**config.mk**
```make
export PLATFORM = sky130hd
export DESIGN_NAME = ptp_controller_flat
export DESIGN_NICKNAME = d
export VERILOG_FILES = /design/src/rtl/ptp_pkg.sv /design/src/rtl/ptp_link_if.sv /design/src/rtl/ptp_controller.sv /design/src/flat_wrapper.sv
export SDC_FILE = /design/constraint.sdc
export NUM_CORES = 1
export LEC_CHECK = 0
export ABC_AREA = 1
export BUFFER_PORTS_ARGS = -buffer_cell sky130_fd_sc_hd__buf_2
export CORE_MARGIN = 5
export CORE_UTILIZATION = 57
export DETAILED_ROUTE_END_ITERATION = 10
export GPL_TIMING_DRIVEN = 0
export PLACE_DENSITY = 0.79
export SETUP_SLACK_MARGIN = 0.15
export SYNTH_ARGS = -nofsm -noshare
export SYNTH_HDL_FRONTEND = slang
export SYNTH_SLANG_ARGS = --single-unit
```
**constraint.sdc**
```tcl
create_clock -name clock -period 1.7 [get_ports clock]
set_input_delay 0.255 -clock clock [delete_from_list [all_inputs] [get_ports clock]]
set_output_delay 0.255 -clock clock [all_outputs]
set_load 0.03 [all_outputs]
```
**src/rtl/ptp_pkg.sv**
```systemverilog
package ptp_pkg;
    // comparator inputs as unsigned millivolt codes
    localparam int unsigned MV_W = 12;
    localparam logic [MV_W-1:0] TRIP_OFFSET_MV = 12'h019; // 25 mV below threshold
    localparam logic [MV_W-1:0] LIMIT_DEFAULT_MV = 12'h1f4; // 500 mV open-pin value
    // controller timing, in cycles of the system clock
    localparam int unsigned PERIOD_CYCLES = 20; // 2 MHz at 40 MHz clock
    localparam int unsigned SOFT_STEP = 1;
    localparam int unsigned MAX_HIGH = 9; // high cycles in steady state
    localparam int unsigned HICCUP_CYCLES = 200;
    localparam int unsigned LIMIT_EVENTS = 4;
    localparam int unsigned CNT_W = 8;
    typedef enum logic [3:0] {
        PTP_WAIT = 4'h1,
        PTP_SOFT = 4'h2,
        PTP_RUN = 4'h4,
        PTP_HICCUP = 4'h8
    } ptp_state_t;
endpackage : ptp_pkg

```
**src/rtl/ptp_link_if.sv**
```systemverilog
`timescale 1ns/1ps
interface ptp_link_if;
    logic pulse_train; // controller to device
    logic overcurrent_flag; // device to controller
    logic [11:0] limit_threshold; // controller-set threshold, millivolts
    modport device (input pulse_train, input limit_threshold, output overcurrent_flag);
    modport controller (output pulse_train, output limit_threshold, input overcurrent_flag);
endinterface : ptp_link_if

```
**src/rtl/ptp_controller.sv**
```systemverilog
`timescale 1ns/1ps
module ptp_controller #(
    parameter int unsigned PERIOD = ptp_pkg::PERIOD_CYCLES,
    parameter int unsigned HIGH_MAX = ptp_pkg::MAX_HIGH,
    parameter int unsigned EVENTS = ptp_pkg::LIMIT_EVENTS,
    parameter int unsigned HICCUP = ptp_pkg::HICCUP_CYCLES
) (
    input wire logic clock,
    input wire logic nrst,
    ptp_link_if.controller link,
    input wire logic supplies_ok,
    input wire logic hiccup_mode,
    input wire logic [11:0] limit_set,
    output logic running,
    output logic latched_off
);
    ptp_pkg::ptp_state_t state;
    logic [ptp_pkg::CNT_W-1:0] phase;
    logic [ptp_pkg::CNT_W-1:0] high_time;
    logic [ptp_pkg::CNT_W-1:0] events;
    logic [ptp_pkg::CNT_W-1:0] wait_cnt;
    logic flag_q;
    logic period_end;
    logic flag_rise;
    assign period_end = (phase == 8'(PERIOD - 1));
    assign flag_rise = link.overcurrent_flag && !flag_q;
    // fixed period counter keeps frequency constant while duty ramps
    always_ff @(posedge clock or negedge nrst) begin
        if (!nrst) begin
            phase <= 8'h00;
            flag_q <= 1'b1;
        end else begin
            phase <= period_end ? 8'h00 : 8'(phase + 8'h01);
            flag_q <= link.overcurrent_flag;
        end
    end
    // pulse output registered from phase and duty
    always_ff @(posedge clock or negedge nrst) begin
        if (!nrst) begin
            link.pulse_train <= 1'b0;
        end else begin
            link.pulse_train <= (state == ptp_pkg::PTP_SOFT || state == ptp_pkg::PTP_RUN)
                && (phase < high_time);
        end
    end
    assign link.limit_threshold = limit_set;
    // sequencing: wait, soft-start, run, hiccup or latch off
    always_ff @(posedge clock or negedge nrst) begin
        if (!nrst) begin
            state <= ptp_pkg::PTP_WAIT;
            high_time <= 8'h00;
            events <= 8'h00;
            wait_cnt <= 8'h00;
            latched_off <= 1'b0;
        end else begin
            case (state)
                ptp_pkg::PTP_WAIT: begin
                    high_time <= 8'h00;
                    if (supplies_ok && !link.overcurrent_flag && !latched_off
                        && period_end) begin
                        state <= ptp_pkg::PTP_SOFT;
                    end
                end
                ptp_pkg::PTP_SOFT, ptp_pkg::PTP_RUN: begin
                    if (flag_rise) begin
                        if (events == 8'(EVENTS - 1)) begin
                            events <= 8'h00;
                            wait_cnt <= 8'h00;
                            high_time <= 8'h00;
                            if (hiccup_mode) begin
                                state <= ptp_pkg::PTP_HICCUP;
                            end else begin
                                state <= ptp_pkg::PTP_WAIT;
                                latched_off <= 1'b1;
                            end
                        end else begin
                            events <= 8'(events + 8'h01);
                        end
                    end else if (period_end && state == ptp_pkg::PTP_SOFT) begin
                        if (high_time >= 8'(HIGH_MAX)) begin
                            state <= ptp_pkg::PTP_RUN;
                        end else begin
                            high_time <= 8'(high_time + 8'(ptp_pkg::SOFT_STEP));
                        end
                    end
                end
                ptp_pkg::PTP_HICCUP: begin
                    wait_cnt <= 8'(wait_cnt + 8'h01);
                    // restart by soft-start; waiting for flag low would hang,
                    // the flag only clears on a pulse edge
                    if (wait_cnt == 8'(HICCUP - 1)) begin
                        state <= ptp_pkg::PTP_SOFT;
                    end
                end
                default: begin
                    state <= ptp_pkg::PTP_WAIT;
                end
            endcase
        end
    end
    assign running = (state == ptp_pkg::PTP_RUN);
endmodule : ptp_controller

```
**src/flat_wrapper.sv**
```systemverilog
// flat-port wrapper written by rule: the top's interface ports become plain ports
module ptp_controller_flat 
#(
    parameter int unsigned PERIOD = ptp_pkg::PERIOD_CYCLES,
    parameter int unsigned HIGH_MAX = ptp_pkg::MAX_HIGH,
    parameter int unsigned EVENTS = ptp_pkg::LIMIT_EVENTS,
    parameter int unsigned HICCUP = ptp_pkg::HICCUP_CYCLES
)
  (clock, nrst, supplies_ok, hiccup_mode, limit_set, running, latched_off, link_pulse_train, link_limit_threshold, link_overcurrent_flag);
  ptp_link_if link_i ();
  input wire logic clock;
  input wire logic nrst;
  input wire logic supplies_ok;
  input wire logic hiccup_mode;
  input wire logic [11:0] limit_set;
  output logic running;
  output logic latched_off;
  output wire logic [$bits(link_i.pulse_train)-1:0] link_pulse_train;
  output wire logic [$bits(link_i.limit_threshold)-1:0] link_limit_threshold;
  input wire logic [$bits(link_i.overcurrent_flag)-1:0] link_overcurrent_flag;
  assign link_pulse_train = link_i.pulse_train;
  assign link_limit_threshold = link_i.limit_threshold;
  assign link_i.overcurrent_flag = link_overcurrent_flag;
  ptp_controller #(.PERIOD(PERIOD), .HIGH_MAX(HIGH_MAX), .EVENTS(EVENTS), .HICCUP(HICCUP)) u_core (.clock(clock), .nrst(nrst), .link(link_i), .supplies_ok(supplies_ok), .hiccup_mode(hiccup_mode), .limit_set(limit_set), .running(running), .latched_off(latched_off));
endmodule
```
==> results of run 1 <==
[per-stage QoR]
stage	hold WS [ns]	setup WS, ns	total power [W]
2_1_floorplan	-0.0406	0.277	0.00202
3_3_place_gp	0.370	0.0371	0.00220
3_5_place_dp	0.373	0.00681	0.00223
4_1_cts	0.0666	0.151	0.00299
5_1_grt	0.0595	0.0501	0.00351
6_report	0.0720	0.144	0.00329
[logic make-up after synthesis]
family	after synthesis	share of synthesized area, %
compound gates	30	7.43
flops	39	41.5
xor+xnor	11	4.09
buf+inv	61	11.9
simple gates	142	28.1
fa+ha+maj	13	6.90
[report_power, final]
part | switching [W] | internal, W
logic | 0.000871 | 0.000553
clock network | 0.000330 | 0.000328
registers | 0.000147 | 0.00107
[layer usage]
layer | part of all wire [%] | track usage (%) | up-vias | wire length, um
li1 | - | - | 999 | -
met1 | 41 | 24.2 | 955 | 2170
met2 | 52 | 31.0 | 65 | 2700
met3 | 5.2 | 4.05 | 12 | 273
met4 | 1.8 | 5.14 | 0 | 95
met5 | 0 | 0 | - | 0
[state kept, by name, indices dropped and copies added (netlist names)]
signal / cells
u_core.high_time: 8
u_core.state: 4
u_core.events: 8
u_core.phase: 8
u_core.latched_off: 1
u_core.link.pulse_train: 1
u_core.wait_cnt: 8
u_core.flag_q: 1
[cells in the mapped netlist (2+ instances only)]
| library cell | instances |
|---|---|
| inv_2 | 4 |
| xnor2_1 | 2 |
| nand4_1 | 6 |
| buf_4 | 12 |
| a21oi_1 | 7 |
| xor2_1 | 9 |
| a211oi_1 | 2 |
| dfrtp_1 | 37 |
| ha_1 | 13 |
| o21ai_0 | 11 |
| nand2_4 | 5 |
| nand2_1 | 55 |
| dfstp_2 | 2 |
| nand3b_1 | 2 |
| o21bai_1 | 3 |
| nor3_1 | 4 |
| nand3_1 | 23 |
| inv_1 | 44 |
| nor2_1 | 36 |
| nor2_2 | 6 |
| o22ai_1 | 3 |
[placed cells by master (no fill, tap or decap), types with 8 or more instances in the layout]
cell type | Yosys | layout
ha_1 | 13 | 9
nand3_1 | 23 | 18
dfrtp_1 | 37 | 35
buf_2 | 0 | 19
buf_4 | 12 | 22
nor2_4 | 1 | 8
o21ai_0 | 11 | 11
nor2_1 | 36 | 25
nor2_2 | 6 | 10
xor2_1 | 9 | 9
inv_1 | 44 | 40
nand2_1 | 55 | 47
[worst min path at each step]
stage	slack, ns	startpoint	to	cells after the start
after floorplan	-0.04	nrst	u_core.events[0]	0
after global placement	0.37	link_overcurrent_flag	u_core.flag_q	1
after detailed placement	0.37	link_overcurrent_flag	u_core.flag_q	1
after CTS	0.07	link_overcurrent_flag	u_core.flag_q	1
after global routing	0.06	link_overcurrent_flag	u_core.flag_q	1
final	0.07	nrst	u_core.high_time[0]	1
[repair_timing]
action | 4_1_cts | 5_1_grt
pin swaps | 4 | 10
buffers inserted | 4 | 6
endpoints found under the hold margin | 0 | 0
setup endpoints to repair | 17 | 22
resized for setup | 12 | 41
[worst max-delay path: stages (launching register included)]
cell and delay, ns:
dfstp_2 0.60, nor2_4 0.07, nand2_4 0.09, nand2_8 0.09, nand2_8 0.10, inv_6 0.04
nand2_4 0.07, nand2_4 0.07, inv_4 0.09, nand2_4 0.09, inv_4 0.10, nor2_2 0.04
[layout make-up]
class,count,area [sq um]
multi-input cells,196,1270
fillers,282,1130
flip-flops and latches,39,981
inverters,48,190
repair buffers,29,170
plain buffers,13,101
clock buffers,7,86.3
well taps,50,62.6
clock inverters,1,5.00
==> reports/qor.txt, run 1 <==
Status -> finished, final reports clean
GR Overflow Total -> 0
Area leader, netlist -> dfrtp_1
Antenna-violating nets left -> 0
Dominant synthesized flop cell -> dfrtp_1
Clk_skew -> 0.0127 ns
Initial antenna violation count -> 0
IO Count -> 32
Cell Area, Synth -> 0.00236 sq mm
Layout cell share with drive strength beyond 1 -> 31.5%
Sequential area share after synthesis -> 41.5%
Post-Route Utilization -> 71.7%
CTS Buf Count -> 5
NumNets Final -> 362
DP Area -> 0.00251 sq mm
Area Overhead vs Synth -> 21.7%
Slew HR -> 42.3%
Final cell count without fillers -> 383
Post-Layout Inst Area -> 0.00287 sq mm
Slew @ Worst Pin -> 0.865 ns
Port bufs -> 19
Die W -> 74.3 um
Max Fclk -> 0.643 GHz
Pwr Density -> 1150 mW/mm^2
Number of max-cap violations -> 0
Gpl congestion -> 0.814
Via-per-instance ratio -> 5.30
Post-synthesis cell count -> 296
CTS tree -> yes
Reg2Reg Depth -> 11
Largest net degree at the start of global routing -> 40
Clock sink count -> 39
# H-tree levels -> 2
CP endpoint -> u_core.high_time[4]
Tot GR Track Use -> 18.5%
Final HPWL DP -> 3240 um
Crit. End Element -> flip-flop
Post-synth EDFFs -> 0
Setup Crit Path Kind -> reg2reg
Hold Vio Cnt, Final -> 0
Period utilization -> 91.5%
Critical path origin -> u_core.state[0]
TritonRoute pass-1 iters -> 6
R2R Setup Slk -> 0.14 ns
CP arrival -> 1.74 ns
Maximum VDD drop -> 656 uV
First-pass GRT wire length -> 7920 um
Core box area -> 0.00400 sq mm
Final Setup Violations -> 0
TNS Setup -> 0 ns
Critical path peak fanout -> 8
Ys Warns -> 0
Post-synth cell types -> 31
Ant. Diodes -> 0
1st-iter DRT viols -> 136
Vias in the first global route -> 1822
WP data required -> 1.88 ns
Top cell type's share of synthesized area -> 39.3%
Clock-pin transition on the worst setup and hold timing paths -> 0.09 ns
Number of synthesized register bits -> 39
RSZ-0062 raised after global routing -> yes
Die height -> 74.3 um
FF-to-FF End -> u_core.high_time[4]
Leak Pwr -> 1.46 nW
Die Area -> 0.00552 sq mm
Ys async rst share -> 100%
Placed instance count -> 365
Cts hold-fix bufs -> 0
Setup crit start kind -> flip-flop
Syn Area/Cell -> 7.96 sq um
Residual DRC -> 0
Num rows -> 23
Root buf cell -> clkbuf_8
WL/cell -> 13.7 um
Synth area leaders -> dfrtp_1 39%, nand2_1 8.8%, inv_1 7.0%
Clock Latency Late Sink -> 0.30 ns
Routed via count -> 2031
Final WL -> 5240 um
Initial Utilization -> 58.9%
CTS max path bufs -> 2
R2r startpoint -> u_core.state[0]
HP Class -> in2async
Final Critical Period -> 1.56 ns
Slew Limit Fails -> 0
Synth Net Count -> 326
(Power assumes the default switching activity.)
==> inputs of run 2 (changes only) <==
--- a/config.mk
+++ b/config.mk
@@ -11,6 +11,7 @@
 export CORE_UTILIZATION = 57
 export DETAILED_ROUTE_END_ITERATION = 10
 export GPL_TIMING_DRIVEN = 0
+export MAX_ROUTING_LAYER = met4
 export PLACE_DENSITY = 0.79
 export SETUP_SLACK_MARGIN = 0.15
 export SYNTH_ARGS = -nofsm -noshare
==> reports/qor.txt, run 2 (synthesis gave the netlist of run 1 again) <==
CTS max path bufs -> 2 (unchanged)
Commonest cells after routing, fill and taps aside -> 47 x nand2_1, 40 x inv_1, 35 x dfrtp_1
CTS Buf Count -> 5 (unchanged)
Pwr Density -> 1150 mW/mm^2 (-0.22%)
Routed via count -> 2023 (-0.39%)
Final HPWL DP -> 3240 um (unchanged)
WP data required -> 1.88 ns (about the same)
Footprint of the multi-input gates -> 0.00127 sq mm (unchanged)
GR Util met1 -> 24.2% (+0.086 points)
Gpl congestion -> 0.826 (+1.5%)
TNS Setup -> 0 ns (unchanged)
Vias in the first global route -> 1819 (-0.16%)
Max Fclk -> 0.646 GHz (+0.45%)
Pre-CTS WS -> 0.00681 ns (unchanged)
# H-tree levels -> 2 (unchanged)
Num rows -> 23 (unchanged)
HP Class -> in2async
Cts hold-fix bufs -> 0 (unchanged)
Clock-pin transition on the worst setup and hold timing paths -> 0.09 ns (about the same)
Port bufs -> 19 (unchanged)
GR Overflow Total -> 0 (unchanged)
TritonRoute pass-1 iters -> 6 (unchanged)
Final Setup Violations -> 0 (unchanged)
Tot GR Track Use -> 19.1% (+0.61 points)
Clock Latency Late Sink -> 0.29 ns (about the same)
P_sw -> 0.00134 W (-0.55%)
Largest net degree at the start of global routing -> 40 (unchanged)
Sequential share of power -> 36.9% (about the same)
1st-iter DRT viols -> 164 (+21%)
IO Count -> 32 (unchanged)
Area Overhead vs Synth -> 21.7% (unchanged)
Final setup margin -> 0.151 ns (+0.00691 ns)
Buf/Inv on CP -> 3 (unchanged)
Initial Utilization -> 58.9% (unchanged)
Clock sink count -> 39 (unchanged)
Layout cell share with drive strength beyond 1 -> 31.5% (unchanged)
Slowest cell delay on critical path -> 0.60 ns (about the same)
RSZ-0062 raised after global routing -> yes
Worst hold slack -> 0.0689 ns (-0.00305 ns)
Via-per-instance ratio -> 5.28 (-0.39%)
Ant. Diodes -> 0 (unchanged)
Setup crit start kind -> flip-flop
Residual DRC -> 0 (unchanged)
Antenna-violating nets left -> 0 (unchanged)
Int Power -> 0.00195 W (about the same)
Register area -> 981 sq um (unchanged)
Comb power frac -> 43.2% (about the same)
Critical-path top delay cell -> dfstp_2
DP Area -> 0.00251 sq mm (unchanged)
Root buf cell -> clkbuf_8
Initial antenna violation count -> 0 (unchanged)
CTS tree -> yes
Critical path peak fanout -> 8 (unchanged)
First-pass GRT wire length -> 7920 um (unchanged)
Status -> finished, final reports clean
Final WL -> 5220 um (-0.40%)
Global routing usage on met3 -> 4.05% (unchanged)
Period utilization -> 91.1% (-0.41 points)
Maximum VDD drop -> 654 uV (-0.29%)
Sw frac -> 40.8% (-0.13 points)
Crit. End Element -> flip-flop
Slew @ Worst Pin -> 0.856 ns (-0.00917 ns)
Leak Pwr -> 1.46 nW (unchanged)
CP arrival -> 1.73 ns (about the same)
CP dominant cell by count -> nand2_4
Most common cell after layout, fill and taps aside -> nand2_1
NumNets Final -> 362 (unchanged)
Global-route layer with the greatest usage -> met2
Number of max-cap violations -> 0 (unchanged)
Die W -> 74.3 um (unchanged)
Cells along the critical path -> nor2_4 > nand2_4 > nand2_8 > nand2_8 > inv_6 > nand2_4 > nand2_4 > inv_4 > nand2_4 > inv_4 > nor2_2
Die Area -> 0.00552 sq mm (unchanged)
Clk_skew -> 0.0143 ns (+0.00154 ns)
Die height -> 74.3 um (unchanged)
Core box area -> 0.00400 sq mm (unchanged)
Clock share of power -> 19.9% (about the same)
Final Critical Period -> 1.55 ns (-0.00691 ns)
Setup Crit Path Kind -> reg2reg
Met2 usage -> 31.0% (unchanged)
Post-Layout Inst Area -> 0.00287 sq mm (unchanged)
Family with the most delay on the worst path -> simple AND/OR/NAND/NOR gates
Slew Limit Fails -> 0 (unchanged)
Slew HR -> 42.9% (+0.61 points)
WL/cell -> 13.6 um (-0.40%)
FILL cells -> 282 (unchanged)
Total power -> 0.00329 W (-0.22%)
Hold Vio Cnt, Final -> 0 (unchanged)
[run 2: cell counts in the layout (fill, tap and decap cells not counted)]
No cell type changed its count.
[run 2: stage by stage]
stage,util [%],instances
after CTS,66.8,377
after global routing,71.7,383
after global placement,62.9,365
final,71.7,383
after detailed placement,62.9,365
after floorplan,-,296
[run 2: what timing repair did]
item,CTS,global route
pin swaps,4,10
setup buffers,4,6
resized for setup,12,41
endpoints found under the setup margin,17,22
[run 2: power by group through the flow]
stage | clock [W] | combinational [W] | sequential [W]
after floorplan | 0 | 0.000847 | 0.00117
after detailed placement | 0 | 0.00103 | 0.00119
after global placement | 0 | 0.00101 | 0.00119
final | 0.000654 | 0.00142 | 0.00121
after global routing | 0.000715 | 0.00156 | 0.00123
after CTS | 0.000662 | 0.00115 | 0.00118
[run 2: worst paths after layout]
path,slack (ns),startpoint,cells past startpoint,to
setup / recovery,0.15,u_core.state[0],11,u_core.high_time[4]
hold / removal,0.07,nrst,1,u_core.high_time[0]
setup reg to reg,0.15,u_core.state[0],11,u_core.high_time[4]
hold reg to reg,0.48,u_core.events[7],1,u_core.events[7]
max in group asynchronous,1.04,nrst,1,u_core.high_time[3]
min in group clock,0.08,link_overcurrent_flag,1,u_core.flag_q
[run 2: final cells by class]
class	count	share of cell area (%)
Buffer	13	3.53
Clock buffer	7	3.01
Clock inverter	1	0.175
Inverter	48	6.63
Multi-Input combinational cell	196	44.3
Sequential cell	39	34.2
Tap cell	50	2.18
Timing Repair Buffer	29	5.93
[run 2: layer usage]
layer | share of wire, % | routed length [um] | vias up
li1 | - | - | 1002
met1 | 41 | 2150 | 953
met2 | 52 | 2740 | 60
met3 | 5.1 | 265 | 8
met4 | 1.3 | 67 | 0
met5 | 0 | 0 | -
[run 2: worst reg2reg max path, cell delays in order (launching register included)]
cell     delay [ns]
dfstp_2        0.60
nor2_4         0.07
nand2_4        0.09
nand2_8        0.09
nand2_8        0.10
inv_6          0.04
nand2_4        0.07
nand2_4        0.07
inv_4          0.10
nand2_4        0.09
inv_4          0.10
nor2_2         0.04
